--- src/pkg/rail_defs.svh ---
`ifndef RAIL_DEFS_SVH
`define RAIL_DEFS_SVH
// Notes on behaviour
// - rising enable loads default negative code (-2.2 V) before any edge counting
// - once enabled, every rising edge on the line is counted, saturating at 63, as the program value
// - 6-bit code: 0 keeps -2.2 V, 1 is -4.4 V, +0.1 V per edge to 31
// - negative rail ramps one level per 300 us transition interval
// - auxiliary regulator follows its own enable pin, independent of the line
// - line high starts boost with reduced limit; negative rail 10 ms later
// - boost start does not wait for the auxiliary regulator
// - rails enabled while line high, disabled and switching off while low
// - device stays disabled while supply lockout is asserted
// - running: boost low or negative 500 mV high for over 3 ms latches shutdown
// - fault shutdown held until supply lockout or line low then high; the code also releases it when the control register disable bit is set
// - start-up faults checked at 10 ms (boost, negative short) and 20 ms
// - negative start-up short uses the 250 mV threshold comparator
// - count 50 selects high impedance off, count 51 selects discharge
// - after reset the shutdown behaviour is active discharge
// - start-up begins only with supply above lockout and line high

// ----------------------------------------
// timebase
// ----------------------------------------
`define CLK_MHZ            10
`define NEG_DELAY_US       10000
`define NEG_DELAY_CYC      (`NEG_DELAY_US * `CLK_MHZ)
`define NEG_REG_US         20000
`define NEG_REG_CYC        (`NEG_REG_US * `CLK_MHZ)
`define SCP_US             3000
`define SCP_CYC            (`SCP_US * `CLK_MHZ)
`define STEP_US            300
`define STEP_CYC           (`STEP_US * `CLK_MHZ)
`define ACCEPT_US          30
`define ACCEPT_CYC         (`ACCEPT_US * `CLK_MHZ)
`define DISABLE_US         30
`define DISABLE_CYC        (`DISABLE_US * `CLK_MHZ)

// ----------------------------------------
// codes
// ----------------------------------------
`define CODE_DEFAULT_LEVEL 6'h17
`define CODE_MAX           6'h1f
`define CODE_HIZ           6'h32
`define CODE_DISCHARGE     6'h33
`define COUNT_SAT          6'h3f

// ----------------------------------------
// register map
// ----------------------------------------
`define REG_STATUS         4'h0
`define REG_LEVEL          4'h4
`define REG_CONTROL        4'h8
`define CONTROL_RESET      1'b0
`define RESP_OKAY          2'h0
`define RESP_SLVERR        2'h2
`endif

--- src/pkg/rail_pkg.sv ---
`include "rail_defs.svh"
package rail_pkg;
   typedef enum logic [2:0] {
      ST_OFF,
      ST_POS_START,
      ST_NEG_START,
      ST_RUN,
      ST_FAULT
   } rail_state_e;

   typedef logic [5:0] level_code_t;

   // code 0 means the default level
   function automatic level_code_t level_index(input level_code_t code);
      level_index = (code == 6'h00) ? `CODE_DEFAULT_LEVEL : code;
   endfunction : level_index
endpackage : rail_pkg

--- src/pkg/pulse_if.sv ---
`timescale 1ns/100ps
interface pulse_if;
   logic       line_high;
   logic       rise;
   logic       accept;
   logic       long_low;
   logic [5:0] count;
   logic       count_en;

   modport rx  (output line_high, rise, accept, long_low, count, input count_en);
   modport ctl (input line_high, rise, accept, long_low, count, output count_en);
endinterface : pulse_if

--- src/design/display_rail_pulse_control.sv ---
`timescale 1ns/100ps
`include "rail_defs.svh"
module display_rail_pulse_control
   import rail_pkg::*;
#(
   parameter logic [17:0] NEG_DELAY_CYC = 18'(`NEG_DELAY_CYC),
   parameter logic [17:0] NEG_REG_CYC   = 18'(`NEG_REG_CYC),
   parameter logic [17:0] SCP_CYC       = 18'(`SCP_CYC)
)(
   // clock and reset
   input  wire logic        clk_in,
   input  wire logic        reset_n_in,
   // pins
   input  wire logic        edge_line_in,
   input  wire logic        aux_enable_in,
   input  wire logic        supply_lockout_in,
   // analog comparators
   input  wire logic        pos_in_regulation_in,
   input  wire logic        pos_below_limit_in,
   input  wire logic        neg_in_regulation_in,
   input  wire logic        neg_above_startup_limit_in,
   input  wire logic        neg_above_nominal_in,
   // rail controls
   output logic             pos_rail_en_out,
   output logic             pos_reduced_limit_out,
   output logic             neg_rail_en_out,
   output logic             switching_en_out,
   output logic             discharge_en_out,
   output logic             aux_rail_en_out,
   output logic             fault_latched_out,
   output level_code_t      neg_level_code_out,
   // axi4-lite write
   input  wire logic [3:0]  s_axi_awaddr,
   input  wire logic        s_axi_awvalid,
   output logic             s_axi_awready,
   input  wire logic [31:0] s_axi_wdata,
   input  wire logic [3:0]  s_axi_wstrb,
   input  wire logic        s_axi_wvalid,
   output logic             s_axi_wready,
   output logic [1:0]       s_axi_bresp,
   output logic             s_axi_bvalid,
   input  wire logic        s_axi_bready,
   // axi4-lite read
   input  wire logic [3:0]  s_axi_araddr,
   input  wire logic        s_axi_arvalid,
   output logic             s_axi_arready,
   output logic [31:0]      s_axi_rdata,
   output logic [1:0]       s_axi_rresp,
   output logic             s_axi_rvalid,
   input  wire logic        s_axi_rready
);
   // ----------------------------------------
   // pin synchronisers
   // ----------------------------------------
   logic [6:0] pin_meta;
   logic [6:0] pin_sync;

   always_ff @(posedge clk_in) begin
      pin_meta <= {aux_enable_in, supply_lockout_in, pos_in_regulation_in,
                   pos_below_limit_in, neg_in_regulation_in,
                   neg_above_startup_limit_in, neg_above_nominal_in};
      pin_sync <= pin_meta;
   end

   wire aux_s       = pin_sync[6];
   wire lockout_s   = pin_sync[5];
   wire pos_ok_s    = pin_sync[4];
   wire pos_low_s   = pin_sync[3];
   wire neg_ok_s    = pin_sync[2];
   wire neg_short_s = pin_sync[1];
   wire neg_high_s  = pin_sync[0];

   // ----------------------------------------
   // edge counting and ramp
   // ----------------------------------------
   pulse_if pulses ();

   rail_state_e state;
   rail_state_e next_state;
   level_code_t target_code;
   level_code_t ramp_level;
   logic        hiz_mode;
   logic        sw_disable;
   logic [17:0] t_cnt;
   logic [17:0] pos_low_cnt;
   logic [17:0] neg_high_cnt;

   wire counting   = (state != ST_OFF);
   wire pos_on     = (state == ST_POS_START) || (state == ST_NEG_START) || (state == ST_RUN);
   wire neg_on     = (state == ST_NEG_START) || (state == ST_RUN);
   wire in_start   = (state == ST_POS_START) || (state == ST_NEG_START);
   wire enable_ok  = pulses.line_high && !lockout_s && !sw_disable;
   wire rails_kill = lockout_s || pulses.long_low || sw_disable;
   wire pos_check  = (state == ST_POS_START) && (t_cnt == NEG_DELAY_CYC - 18'h00001);
   wire neg_check  = (state == ST_NEG_START) && (t_cnt == NEG_REG_CYC - 18'h00001);
   wire pos_scp    = pos_low_s && (pos_low_cnt == SCP_CYC - 18'h00001);
   wire neg_scp    = neg_high_s && (neg_high_cnt == SCP_CYC - 18'h00001);
   wire code_in    = pulses.count <= `CODE_MAX;

   assign pulses.count_en = counting;

   edge_count_rx u_rx (
      .clk_in     (clk_in),
      .reset_n_in (reset_n_in),
      .line_raw_in(edge_line_in),
      .pulses     (pulses.rx)
   );

   // rail held at its level while off, so it starts at the programmed code
   dac_ramp u_ramp (
      .clk_in     (clk_in),
      .reset_n_in (reset_n_in),
      .load_in    (!neg_on),
      .target_in  (level_index(target_code)),
      .level_out  (ramp_level)
   );

   // ----------------------------------------
   // sequencer
   // ----------------------------------------
   always_comb begin
      next_state = state;
      case (state)
         ST_OFF: begin
            if (enable_ok)
               next_state = ST_POS_START;
         end
         ST_POS_START: begin
            if (pos_check)
               next_state = (!pos_ok_s || neg_short_s) ? ST_FAULT : ST_NEG_START;
         end
         ST_NEG_START: begin
            if (neg_check)
               next_state = neg_ok_s ? ST_RUN : ST_FAULT;
         end
         ST_RUN: begin
            if (pos_scp || neg_scp)
               next_state = ST_FAULT;
         end
         ST_FAULT: next_state = ST_FAULT;
         default:  next_state = ST_OFF;
      endcase
      if (rails_kill)
         next_state = ST_OFF;
   end

   always_ff @(posedge clk_in) begin
      if (!reset_n_in)
         state <= ST_OFF;
      else
         state <= next_state;
   end

   // elapsed time since enable; runs through both start phases
   always_ff @(posedge clk_in) begin
      if (!reset_n_in || !in_start)
         t_cnt <= 18'h00000;
      else
         t_cnt <= t_cnt + 18'h00001;
   end

   // ----------------------------------------
   // short-circuit timers in operation
   // ----------------------------------------
   always_ff @(posedge clk_in) begin
      if (!reset_n_in || state != ST_RUN) begin
         pos_low_cnt  <= 18'h00000;
         neg_high_cnt <= 18'h00000;
      end else begin
         pos_low_cnt  <= pos_low_s ? pos_low_cnt + 18'h00001 : 18'h00000;
         neg_high_cnt <= neg_high_s ? neg_high_cnt + 18'h00001 : 18'h00000;
      end
   end

   // ----------------------------------------
   // programmed code and shutdown mode
   // ----------------------------------------
   always_ff @(posedge clk_in) begin
      if (!reset_n_in) begin
         target_code <= 6'h00;
         hiz_mode    <= 1'b0;
      end else if (state == ST_OFF) begin
         target_code <= 6'h00;
      end else if (pulses.accept) begin
         if (code_in)
            target_code <= pulses.count;
         else if (pulses.count == `CODE_HIZ)
            hiz_mode <= 1'b1;
         else if (pulses.count == `CODE_DISCHARGE)
            hiz_mode <= 1'b0;
      end
   end

   // ----------------------------------------
   // registered rail outputs
   // ----------------------------------------
   always_ff @(posedge clk_in) begin
      if (!reset_n_in) begin
         pos_rail_en_out       <= 1'b0;
         pos_reduced_limit_out <= 1'b0;
         neg_rail_en_out       <= 1'b0;
         switching_en_out      <= 1'b0;
         discharge_en_out      <= 1'b0;
         aux_rail_en_out       <= 1'b0;
         fault_latched_out     <= 1'b0;
      end else begin
         pos_rail_en_out       <= pos_on;
         pos_reduced_limit_out <= (state == ST_POS_START);
         neg_rail_en_out       <= neg_on;
         switching_en_out      <= pos_on;
         discharge_en_out      <= !pos_on && !hiz_mode;
         aux_rail_en_out       <= aux_s;
         fault_latched_out     <= (state == ST_FAULT);
      end
   end

   assign neg_level_code_out = ramp_level;

   // ----------------------------------------
   // axi4-lite slave
   // ----------------------------------------
   function automatic logic addr_hit(input logic [3:0] addr);
      addr_hit = (addr == `REG_STATUS) || (addr == `REG_LEVEL) || (addr == `REG_CONTROL);
   endfunction : addr_hit

   logic        aw_held;
   logic        w_held;
   logic [3:0]  aw_addr;
   logic [31:0] w_data;
   logic        w_lane0;

   wire do_write = aw_held && w_held && !s_axi_bvalid;
   wire ar_take  = s_axi_arvalid && s_axi_arready;

   assign s_axi_awready = !aw_held && !s_axi_bvalid;
   assign s_axi_wready  = !w_held && !s_axi_bvalid;
   assign s_axi_arready = !s_axi_rvalid;

   wire [31:0] status_word = {25'h0000000, lockout_s, hiz_mode, 1'b0,
                              (state == ST_FAULT), 3'(state)};
   wire [31:0] level_word  = {18'h00000, level_index(target_code), 2'h0, ramp_level};
   wire [31:0] read_word   = (s_axi_araddr == `REG_STATUS)  ? status_word :
                             (s_axi_araddr == `REG_LEVEL)   ? level_word  :
                             (s_axi_araddr == `REG_CONTROL) ? {31'h00000000, sw_disable} :
                                                              32'h00000000;

   always_ff @(posedge clk_in) begin
      if (!reset_n_in) begin
         aw_held      <= 1'b0;
         w_held       <= 1'b0;
         aw_addr      <= 4'h0;
         w_data       <= 32'h00000000;
         w_lane0      <= 1'b0;
         s_axi_bvalid <= 1'b0;
         s_axi_bresp  <= `RESP_OKAY;
      end else begin
         if (s_axi_awvalid && s_axi_awready) begin
            aw_held <= 1'b1;
            aw_addr <= s_axi_awaddr;
         end
         if (s_axi_wvalid && s_axi_wready) begin
            w_held  <= 1'b1;
            w_data  <= s_axi_wdata;
            w_lane0 <= s_axi_wstrb[0];
         end
         if (do_write) begin
            aw_held      <= 1'b0;
            w_held       <= 1'b0;
            s_axi_bvalid <= 1'b1;
            s_axi_bresp  <= addr_hit(aw_addr) ? `RESP_OKAY : `RESP_SLVERR;
         end else if (s_axi_bready) begin
            s_axi_bvalid <= 1'b0;
         end
      end
   end

   // only the control word is writable; status words ignore writes
   always_ff @(posedge clk_in) begin
      if (!reset_n_in)
         sw_disable <= `CONTROL_RESET;
      else if (do_write && aw_addr == `REG_CONTROL && w_lane0)
         sw_disable <= w_data[0];
   end

   always_ff @(posedge clk_in) begin
      if (!reset_n_in) begin
         s_axi_rvalid <= 1'b0;
         s_axi_rdata  <= 32'h00000000;
         s_axi_rresp  <= `RESP_OKAY;
      end else if (ar_take) begin
         s_axi_rvalid <= 1'b1;
         s_axi_rdata  <= read_word;
         s_axi_rresp  <= addr_hit(s_axi_araddr) ? `RESP_OKAY : `RESP_SLVERR;
      end else if (s_axi_rready) begin
         s_axi_rvalid <= 1'b0;
      end
   end
endmodule : display_rail_pulse_control

--- src/design/edge_count_rx.sv ---
`timescale 1ns/100ps
`include "rail_defs.svh"
module edge_count_rx
   import rail_pkg::*;
(
   // clock and reset
   input  wire logic clk_in,
   input  wire logic reset_n_in,
   // raw line
   input  wire logic line_raw_in,
   // to control
   pulse_if.rx       pulses
);
   logic       line_meta;
   logic       line_sync;
   logic       line_prev;
   logic [8:0] high_cnt;
   logic [8:0] low_cnt;
   logic [5:0] count;

   wire rise_w   = line_sync & ~line_prev;
   wire accept_w = line_sync & (high_cnt == 9'(`ACCEPT_CYC - 1)) & (count != 6'h00);
   wire long_w   = (low_cnt == 9'(`DISABLE_CYC));

   always_ff @(posedge clk_in) begin
      line_meta <= line_raw_in;
      line_sync <= line_meta;
      line_prev <= line_sync;
   end

   // ----------------------------------------
   // phase timers, saturating
   // ----------------------------------------
   always_ff @(posedge clk_in) begin
      if (!reset_n_in) begin
         high_cnt <= 9'h000;
         low_cnt  <= 9'h000;
      end else begin
         high_cnt <= !line_sync ? 9'h000 :
                     (high_cnt == 9'(`ACCEPT_CYC)) ? high_cnt : high_cnt + 9'h001;
         low_cnt  <= line_sync ? 9'h000 : long_w ? low_cnt : low_cnt + 9'h001;
      end
   end

   always_ff @(posedge clk_in) begin
      if (!reset_n_in)
         count <= 6'h00;
      else if (accept_w || long_w)
         count <= 6'h00;
      else if (rise_w && pulses.count_en && count != `COUNT_SAT)
         count <= count + 6'h01;
   end

   assign pulses.line_high = line_sync;
   assign pulses.rise      = rise_w;
   assign pulses.accept    = accept_w;
   assign pulses.long_low  = long_w;
   assign pulses.count     = count;
endmodule : edge_count_rx

--- src/design/dac_ramp.sv ---
`timescale 1ns/100ps
`include "rail_defs.svh"
module dac_ramp
   import rail_pkg::*;
(
   // clock and reset
   input  wire logic         clk_in,
   input  wire logic         reset_n_in,
   // control
   input  wire logic         load_in,
   input  wire level_code_t  target_in,
   // level
   output level_code_t       level_out
);
   logic [11:0] div;

   wire step = (div == 12'(`STEP_CYC - 1));

   // load jumps straight to target while the rail is off
   always_ff @(posedge clk_in) begin
      if (!reset_n_in) begin
         div       <= 12'h000;
         level_out <= `CODE_DEFAULT_LEVEL;
      end else if (load_in) begin
         div       <= 12'h000;
         level_out <= target_in;
      end else begin
         div <= step ? 12'h000 : div + 12'h001;
         if (step && level_out != target_in)
            level_out <= (level_out < target_in) ? level_out + 6'h01 : level_out - 6'h01;
      end
   end
endmodule : dac_ramp

--- config.mk ---
export PLATFORM = sky130hd
export DESIGN_NAME = display_rail_pulse_control
export DESIGN_NICKNAME = d
export VERILOG_FILES = /design/src/pkg/rail_pkg.sv /design/src/pkg/pulse_if.sv /design/src/design/display_rail_pulse_control.sv /design/src/design/edge_count_rx.sv /design/src/design/dac_ramp.sv
export VERILOG_INCLUDE_DIRS = /design/src /design/src/pkg
export SDC_FILE = /design/constraint.sdc
export NUM_CORES = 1
export LEC_CHECK = 0
export ABC_AREA = 1
export BUFFER_PORTS_ARGS = -buffer_cell sky130_fd_sc_hd__buf_2
export CORE_ASPECT_RATIO = 0.5
export CORE_MARGIN = 5
export CORE_UTILIZATION = 53
export CTS_BUF_LIST = sky130_fd_sc_hd__clkbuf_8
export DETAILED_ROUTE_END_ITERATION = 8
export PLACE_DENSITY = 0.87
export SETUP_SLACK_MARGIN = 0.3
export SLEW_MARGIN = 20
export SYNTH_ARGS = -nofsm -noshare
export SYNTH_HDL_FRONTEND = slang
export SYNTH_SLANG_ARGS = --single-unit
--- constraint.sdc ---
create_clock -name clk_in -period 2.89 [get_ports clk_in]
set_clock_uncertainty 0.15 [all_clocks]
set_input_delay 0.578 -clock clk_in [delete_from_list [all_inputs] [get_ports clk_in]]
set_output_delay 0.578 -clock clk_in [all_outputs]
set_load 0.01 [all_outputs]
==> results of run 1 <==
[placed cells by master, fill, tap and decap left out, types with 13 or more instances in the layout]
master    instances
clkbuf_8         19
a21oi_1          69
nor2_1          111
dfxtp_1         151
nand4_1          28
nand2_1         145
nor3_1           38
nand3_1          42
inv_1           135
o21ai_0          50
ha_1             14
buf_4            29
buf_2            57
inv_2            13
conb_1           21
[layout make-up]
cell class / count / share of cell area, %
sequential: 155 / 37.6
clock buffer: 19 / 3.17
clock inverter: 12 / 2.11
tap: 170 / 2.58
inverter: 148 / 6.73
multi-input combinational: 631 / 41.5
timing repair buffer: 87 / 6.27
[per-layer routing]
metal	GRT usage, %	up-vias	share of wire (%)
li1	-	3231	-
met3	4.93	53	5.9
met2	37.2	251	50
met5	0	-	0
met4	9.09	0	2.7
met1	23.1	2993	41
[through the flow]
stage	setup WS (ns)	instance area (µm²)	TNS (ns)	power, mW
global route	-0.244	8260	-0.668	4.52
detailed placement	-0.165	7610	-0.391	2.57
floorplan	0.0537	7180	0	2.49
finish	-0.152	8260	-0.323	4.36
CTS	0.0494	8170	0	4.35
global placement	-0.0100	7610	-0.0100	2.56
[power by group through the flow]
stage | logic (mW) | registers, mW | clock network [mW]
after floorplan | 0.232 | 2.26 | 0
after global placement | 0.304 | 2.25 | 0
after detailed placement | 0.318 | 2.26 | 0
after CTS | 0.346 | 2.21 | 1.79
after global routing | 0.420 | 2.21 | 1.89
final | 0.383 | 2.21 | 1.77
[timing repair]
action                     in CTS  in global routing
cloned                          0                  0
setup buffers                   5                  5
hold endpoints to repair        0                  0
pin swaps                      20                 21
setup endpoints to repair       4                  4
gates resized for setup        21                 13
[flip-flops by register name, indices dropped and copies added (netlist names), 3 cells and up]
signal	cells
neg_high_cnt	18
pos_low_cnt	18
t_cnt	18
s_axi_rdata	13
u_ramp.div	12
u_rx.high_cnt	9
u_rx.low_cnt	9
pin_meta	7
pin_sync	7
target_code	6
u_ramp.level_out	6
u_rx.pulses.count	6
aw_addr	4
state	3
[worst paths after layout]
check,startpoint,to,slack (ns),cells past startpoint
worst min-delay path,edge_line_in,u_rx.line_meta,0.07,1
worst max register to register,target_code[0],u_ramp.level_out[5],-0.15,23
worst max-delay path,target_code[0],u_ramp.level_out[5],-0.15,23
worst min register to register,pin_meta[0],pin_sync[0],0.18,0
[cell families after synthesis]
family	count (synthesis)	synth area share, %
flops	155	43.9
xor+xnor	14	1.74
compound gates	157	12.4
simple gates	418	27.1
other cells	1	0.0531
fa+ha+maj	21	3.83
buf+inv	180	10.9
==> flow_summary.yaml, run 1 <==
clocking:
  cts_buffer_depth: 2
  cts_hold_buf: 0
  clk_latency_ns: 0.45
  cts_sinks: 155
  cts_made_buffers: 17
  cts.clk_slew.worst_paths_ns: 0.08
  cts_tree: "done"
  h-tree-depth: 4
  cts-root-buf: "clkbuf_8"
logic_synthesis:
  synth_edf_count: 0
  synth_top_area_cell: "dfxtp_1"
  yosysMostFrequentCell: "dfxtp_1"
  ys_top_cells_by_count: "dfxtp_1, nand2_1, inv_1"
  synthCells: 946
  postSynthAreaPerCell_um2: 7.47
  ys_dominant_reg_cell: "dfxtp_1"
  ys.warnings.count: 0
  netlist_top_cells_area: "dfxtp_1, nand2_1, inv_1, nor2_1, a21oi_1"
  yosysSeqAreaShare_pct: 43.9
  synth_cell_type_count: 48
  synth_area_um2: 7070
  ys_ff_latch: 155
  async_flop_share_pct: 0
  synth.top_cell.area_share_pct: 43.9
layout:
  post-route-util_pct: 64.3
  final_cell_count_no_fill: 1222
  multiInputGateArea_um2: 3430
  fin_nets: 1120
  layout-area-overhead-vs-synth_pct: 16.9
  final_layout_size_suffix_gt1_share_pct: 17.9
  nFillCells: 1011
  regArea_um2: 3110
  diodes: 0
critical_path:
  crit_path_end_kind: "flop"
  crit_top_cell: "nand2_1"
  slowest_stage: "dfxtp_2"
  critical_path_class: "reg2reg"
  critPathMaxStageDelay_ns: 0.33
  cp.buffers_inverters: 4
  cp.arrival_ns: 3.22
  worstPathRequired_ns: 3.07
  path_cells: "nor2_2, nand3_2, nand2_2, inv_2, ha_4, nand2_1, nor2_2, nand4_1, nand2_1, inv_2, nand2_4, buf_8, ha_4, nand2_2, nand2_2, nand2_1, nand3_1, nand2_1, nand2_1, inv_1, nand2_1, nand3_1, a21oi_1"
  path_delay_family: "simple AND/OR/NAND/NOR gates"
  critPathMaxFanout: 5
  start_kind: "flop"
drt:
  drt_iter0_drc: 563
  post_drt_wl_per_cell_um: 13.9
  drc: 0
  wl_um: 17000
  antenna_left: 0
  vias: 6528
  first_pass_iters: 6
  viasPerCell: 5.34
grt:
  antenna_found_initial: 0
  grt_overflow: 0
  grt_pass1_wl_um: 27400
  grt_use_total_pct: 20.5
  grt_pass1_vias: 6249
  grt_max_degree: 26
timing:
  timing.hold.ws_ns: 0.0729
  layout_setup_ws_ns: -0.152
  relSlewSlack_pct: 35.0
  clock.fmax_mhz: 329
  period_share_pct: 105
  setup_viol: 3
  grt_setup_unrepaired: "yes"
  period_needed_ns: 3.04
  tightest_slew_ns: 0.969
  drv_slew: 0
  hold_violations: 0
floorplan:
  ioPinCount: 113
  start_util_pct: 55.0
  die_height_um: 91.6
  die_w_um: 173
  num_rows: 29
  dieArea_um2: 15900
  coreArea_um2: 12800
flow_run:
  maxCapViolations: 0
power_and_ir_drop:
  p_comb_share_pct: 8.8
  power.density_nw_per_um2: 528
  peakVddDrop_mv: 0.280
  switching_share_pct: 24.2
  p_int_mw: 3.31
  clkPwrFrac_pct: 40.6
  p_leak_nw: 3.27
  pwr-share-seq_pct: 50.6
  power.switching_mw: 1.06
placement:
  placement.io_buffers: 57
  hpwl_um: 11700
  dpl.cell_count: 1181
  finalWeightedCongestion: 0.910
outcome:
  violations: "negative setup slack"
  outcome: "finished, violations left"
worst_hold_path:
  hold_path.class: "in2reg"
(Power assumes the default switching activity.)
==> inputs of run 2 (changes only) <==
- MAX_ROUTING_LAYER: default -> met4
- REMOVE_ABC_BUFFERS: default -> 1
==> flow_summary.yaml, run 2 (synthesis gave the netlist of run 1 again) <==
outcome:
  outcome: "finished, violations left"
  violations: "negative setup slack"
floorplan:
  die_w_um: 173
  num_rows: 29
  die_height_um: 91.6
  ioPinCount: 113
  dieArea_um2: 15900
  coreArea_um2: 12800
  start_util_pct: 55.0
critical_path:
  cp.buffers_inverters: 11
  critical_path_class: "reg2reg"
  worstPathRequired_ns: 3.13
  slowest_stage: "dfxtp_2"
  path_delay_family: "buffers and inverters"
  path_cells: "nor2_2, nand3_2, buf_6, nand2_4, inv_4, ha_4, inv_2, o21bai_1, nand4_1, buf_4, buf_6, buf_6, buf_6, buf_4, buf_4, buf_4, buf_6, nand3_2, nand3_2, a21oi_2"
  crit_top_cell: "buf_6"
  cp.arrival_ns: 3.27
  crit_path_end_kind: "flop"
  critPathMaxStageDelay_ns: 0.33
  critPathMaxFanout: 2
  start_kind: "flop"
placement:
  placement.io_buffers: 57
  hpwl_um: 11300
  finalWeightedCongestion: 0.899
  dpl.cell_count: 1183
drt:
  top_layer: "met4"
  vias: 6638
  wl_met1_um: 6790
  wl_um: 17000
  drt_iter0_drc: 503
  antenna_left: 0
  viasPerCell: 5.39
  drc: 0
  post_drt_wl_per_cell_um: 13.8
  wl_met3_um: 988
  first_pass_iters: 5
  wl_met2_um: 8610
clocking:
  cts_buffer_depth: 2
  cts.clk_slew.worst_paths_ns: 0.09
  h-tree-depth: 4
  cts_sinks: 155
  cts_tree: "done"
  cts_made_buffers: 17
  cts-root-buf: "clkbuf_8"
  cts_hold_buf: 0
  clk_latency_ns: 0.46
timing:
  tightest_slew_ns: 0.792
  timing.hold.ws_ns: 0.0609
  drv_slew: 0
  clock.fmax_mhz: 330
  period_share_pct: 105
  relSlewSlack_pct: 47.0
  period_needed_ns: 3.03
  grt_setup_unrepaired: "yes"
  hold_violations: 0
  setup_viol: 3
  layout_setup_ws_ns: -0.143
power_and_ir_drop:
  p_total_mw: 4.20
  peakVddDrop_mv: 0.267
  p_leak_nw: 3.29
  power.density_nw_per_um2: 506
layout:
  layout-area-overhead-vs-synth_pct: 17.6
  final_cell_mix: "dfxtp_1, nand2_1, inv_1"
  final_cell_count_no_fill: 1231
  regArea_um2: 3110
  multiInputGateArea_um2: 3450
  final_layout_size_suffix_gt1_share_pct: 19.8
  nFillCells: 969
  final_common_cell: "dfxtp_1"
  largestRegisters: "neg_high_cnt (18), pos_low_cnt (18), t_cnt (18)"
  diodes: 0
  fin_nets: 1129
grt:
  grt_use_total_pct: 21.1
  antenna_found_initial: 0
  grt_pass1_wl_um: 27600
  grt_max_degree: 20
  grt_overflow: 0
  grt_pass1_vias: 6324
flow_run:
  maxCapViolations: 0
worst_hold_path:
  hold_path.class: "in2reg"
-- run 2: area by class of cell --
type / count / share of cell area (%)
clock inverter: 12 / 1.39
sequential: 155 / 37.4
tap: 170 / 2.56
timing repair buffer: 96 / 7.23
inverter: 148 / 6.72
multi-input combinational: 631 / 41.5
clock buffer: 19 / 3.15
-- run 2: worst paths after layout --
| kind | startpoint | endpoint | slack [ns] | cells after the start |
|---|---|---|---|---|
| hold reg to reg | pin_meta[0] | pin_sync[0] | 0.18 | 0 |
| setup / recovery | target_code[5] | u_ramp.level_out[5] | -0.14 | 20 |
| hold / removal | supply_lockout_in | pin_meta[5] | 0.06 | 1 |
| setup reg to reg | target_code[5] | u_ramp.level_out[5] | -0.14 | 20 |
-- run 2: stage by stage --
step | utilization [%] | setup WS [ns] | area (µm²) | TNS [ns]
6_report | 64.7 | -0.143 | 8310 | -0.242
5_1_grt | 64.7 | -0.252 | 8310 | -0.661
4_1_cts | 63.7 | 0.0705 | 8190 | 0
3_5_place_dp | 59.1 | -0.155 | 7590 | -0.328
3_3_place_gp | 59.1 | -0.0775 | 7590 | -0.0810
2_1_floorplan | - | -0.0366 | 6920 | -0.0366
-- run 2: timing repair --
item	in CTS	in global routing
pin swaps	21	20
setup buffers	13	4
endpoints found under the hold margin	0	0
resized for setup	29	31
endpoints found under the setup margin	4	5
-- run 2: power breakdown --
part | internal [mW] | switching [mW] | total [mW]
sequential | 2.18 | 0.0282 | 2.21
clock | 0.727 | 0.833 | 1.56
combinational | 0.182 | 0.253 | 0.435
total | 3.09 | 1.11 | 4.20
-- run 2: routing by layer --
metal	GRT usage (%)	vias up
met5	-	-
met4	10.4	0
met3	5.59	68
met2	37.3	255
met1	22.2	3057
li1	-	3258
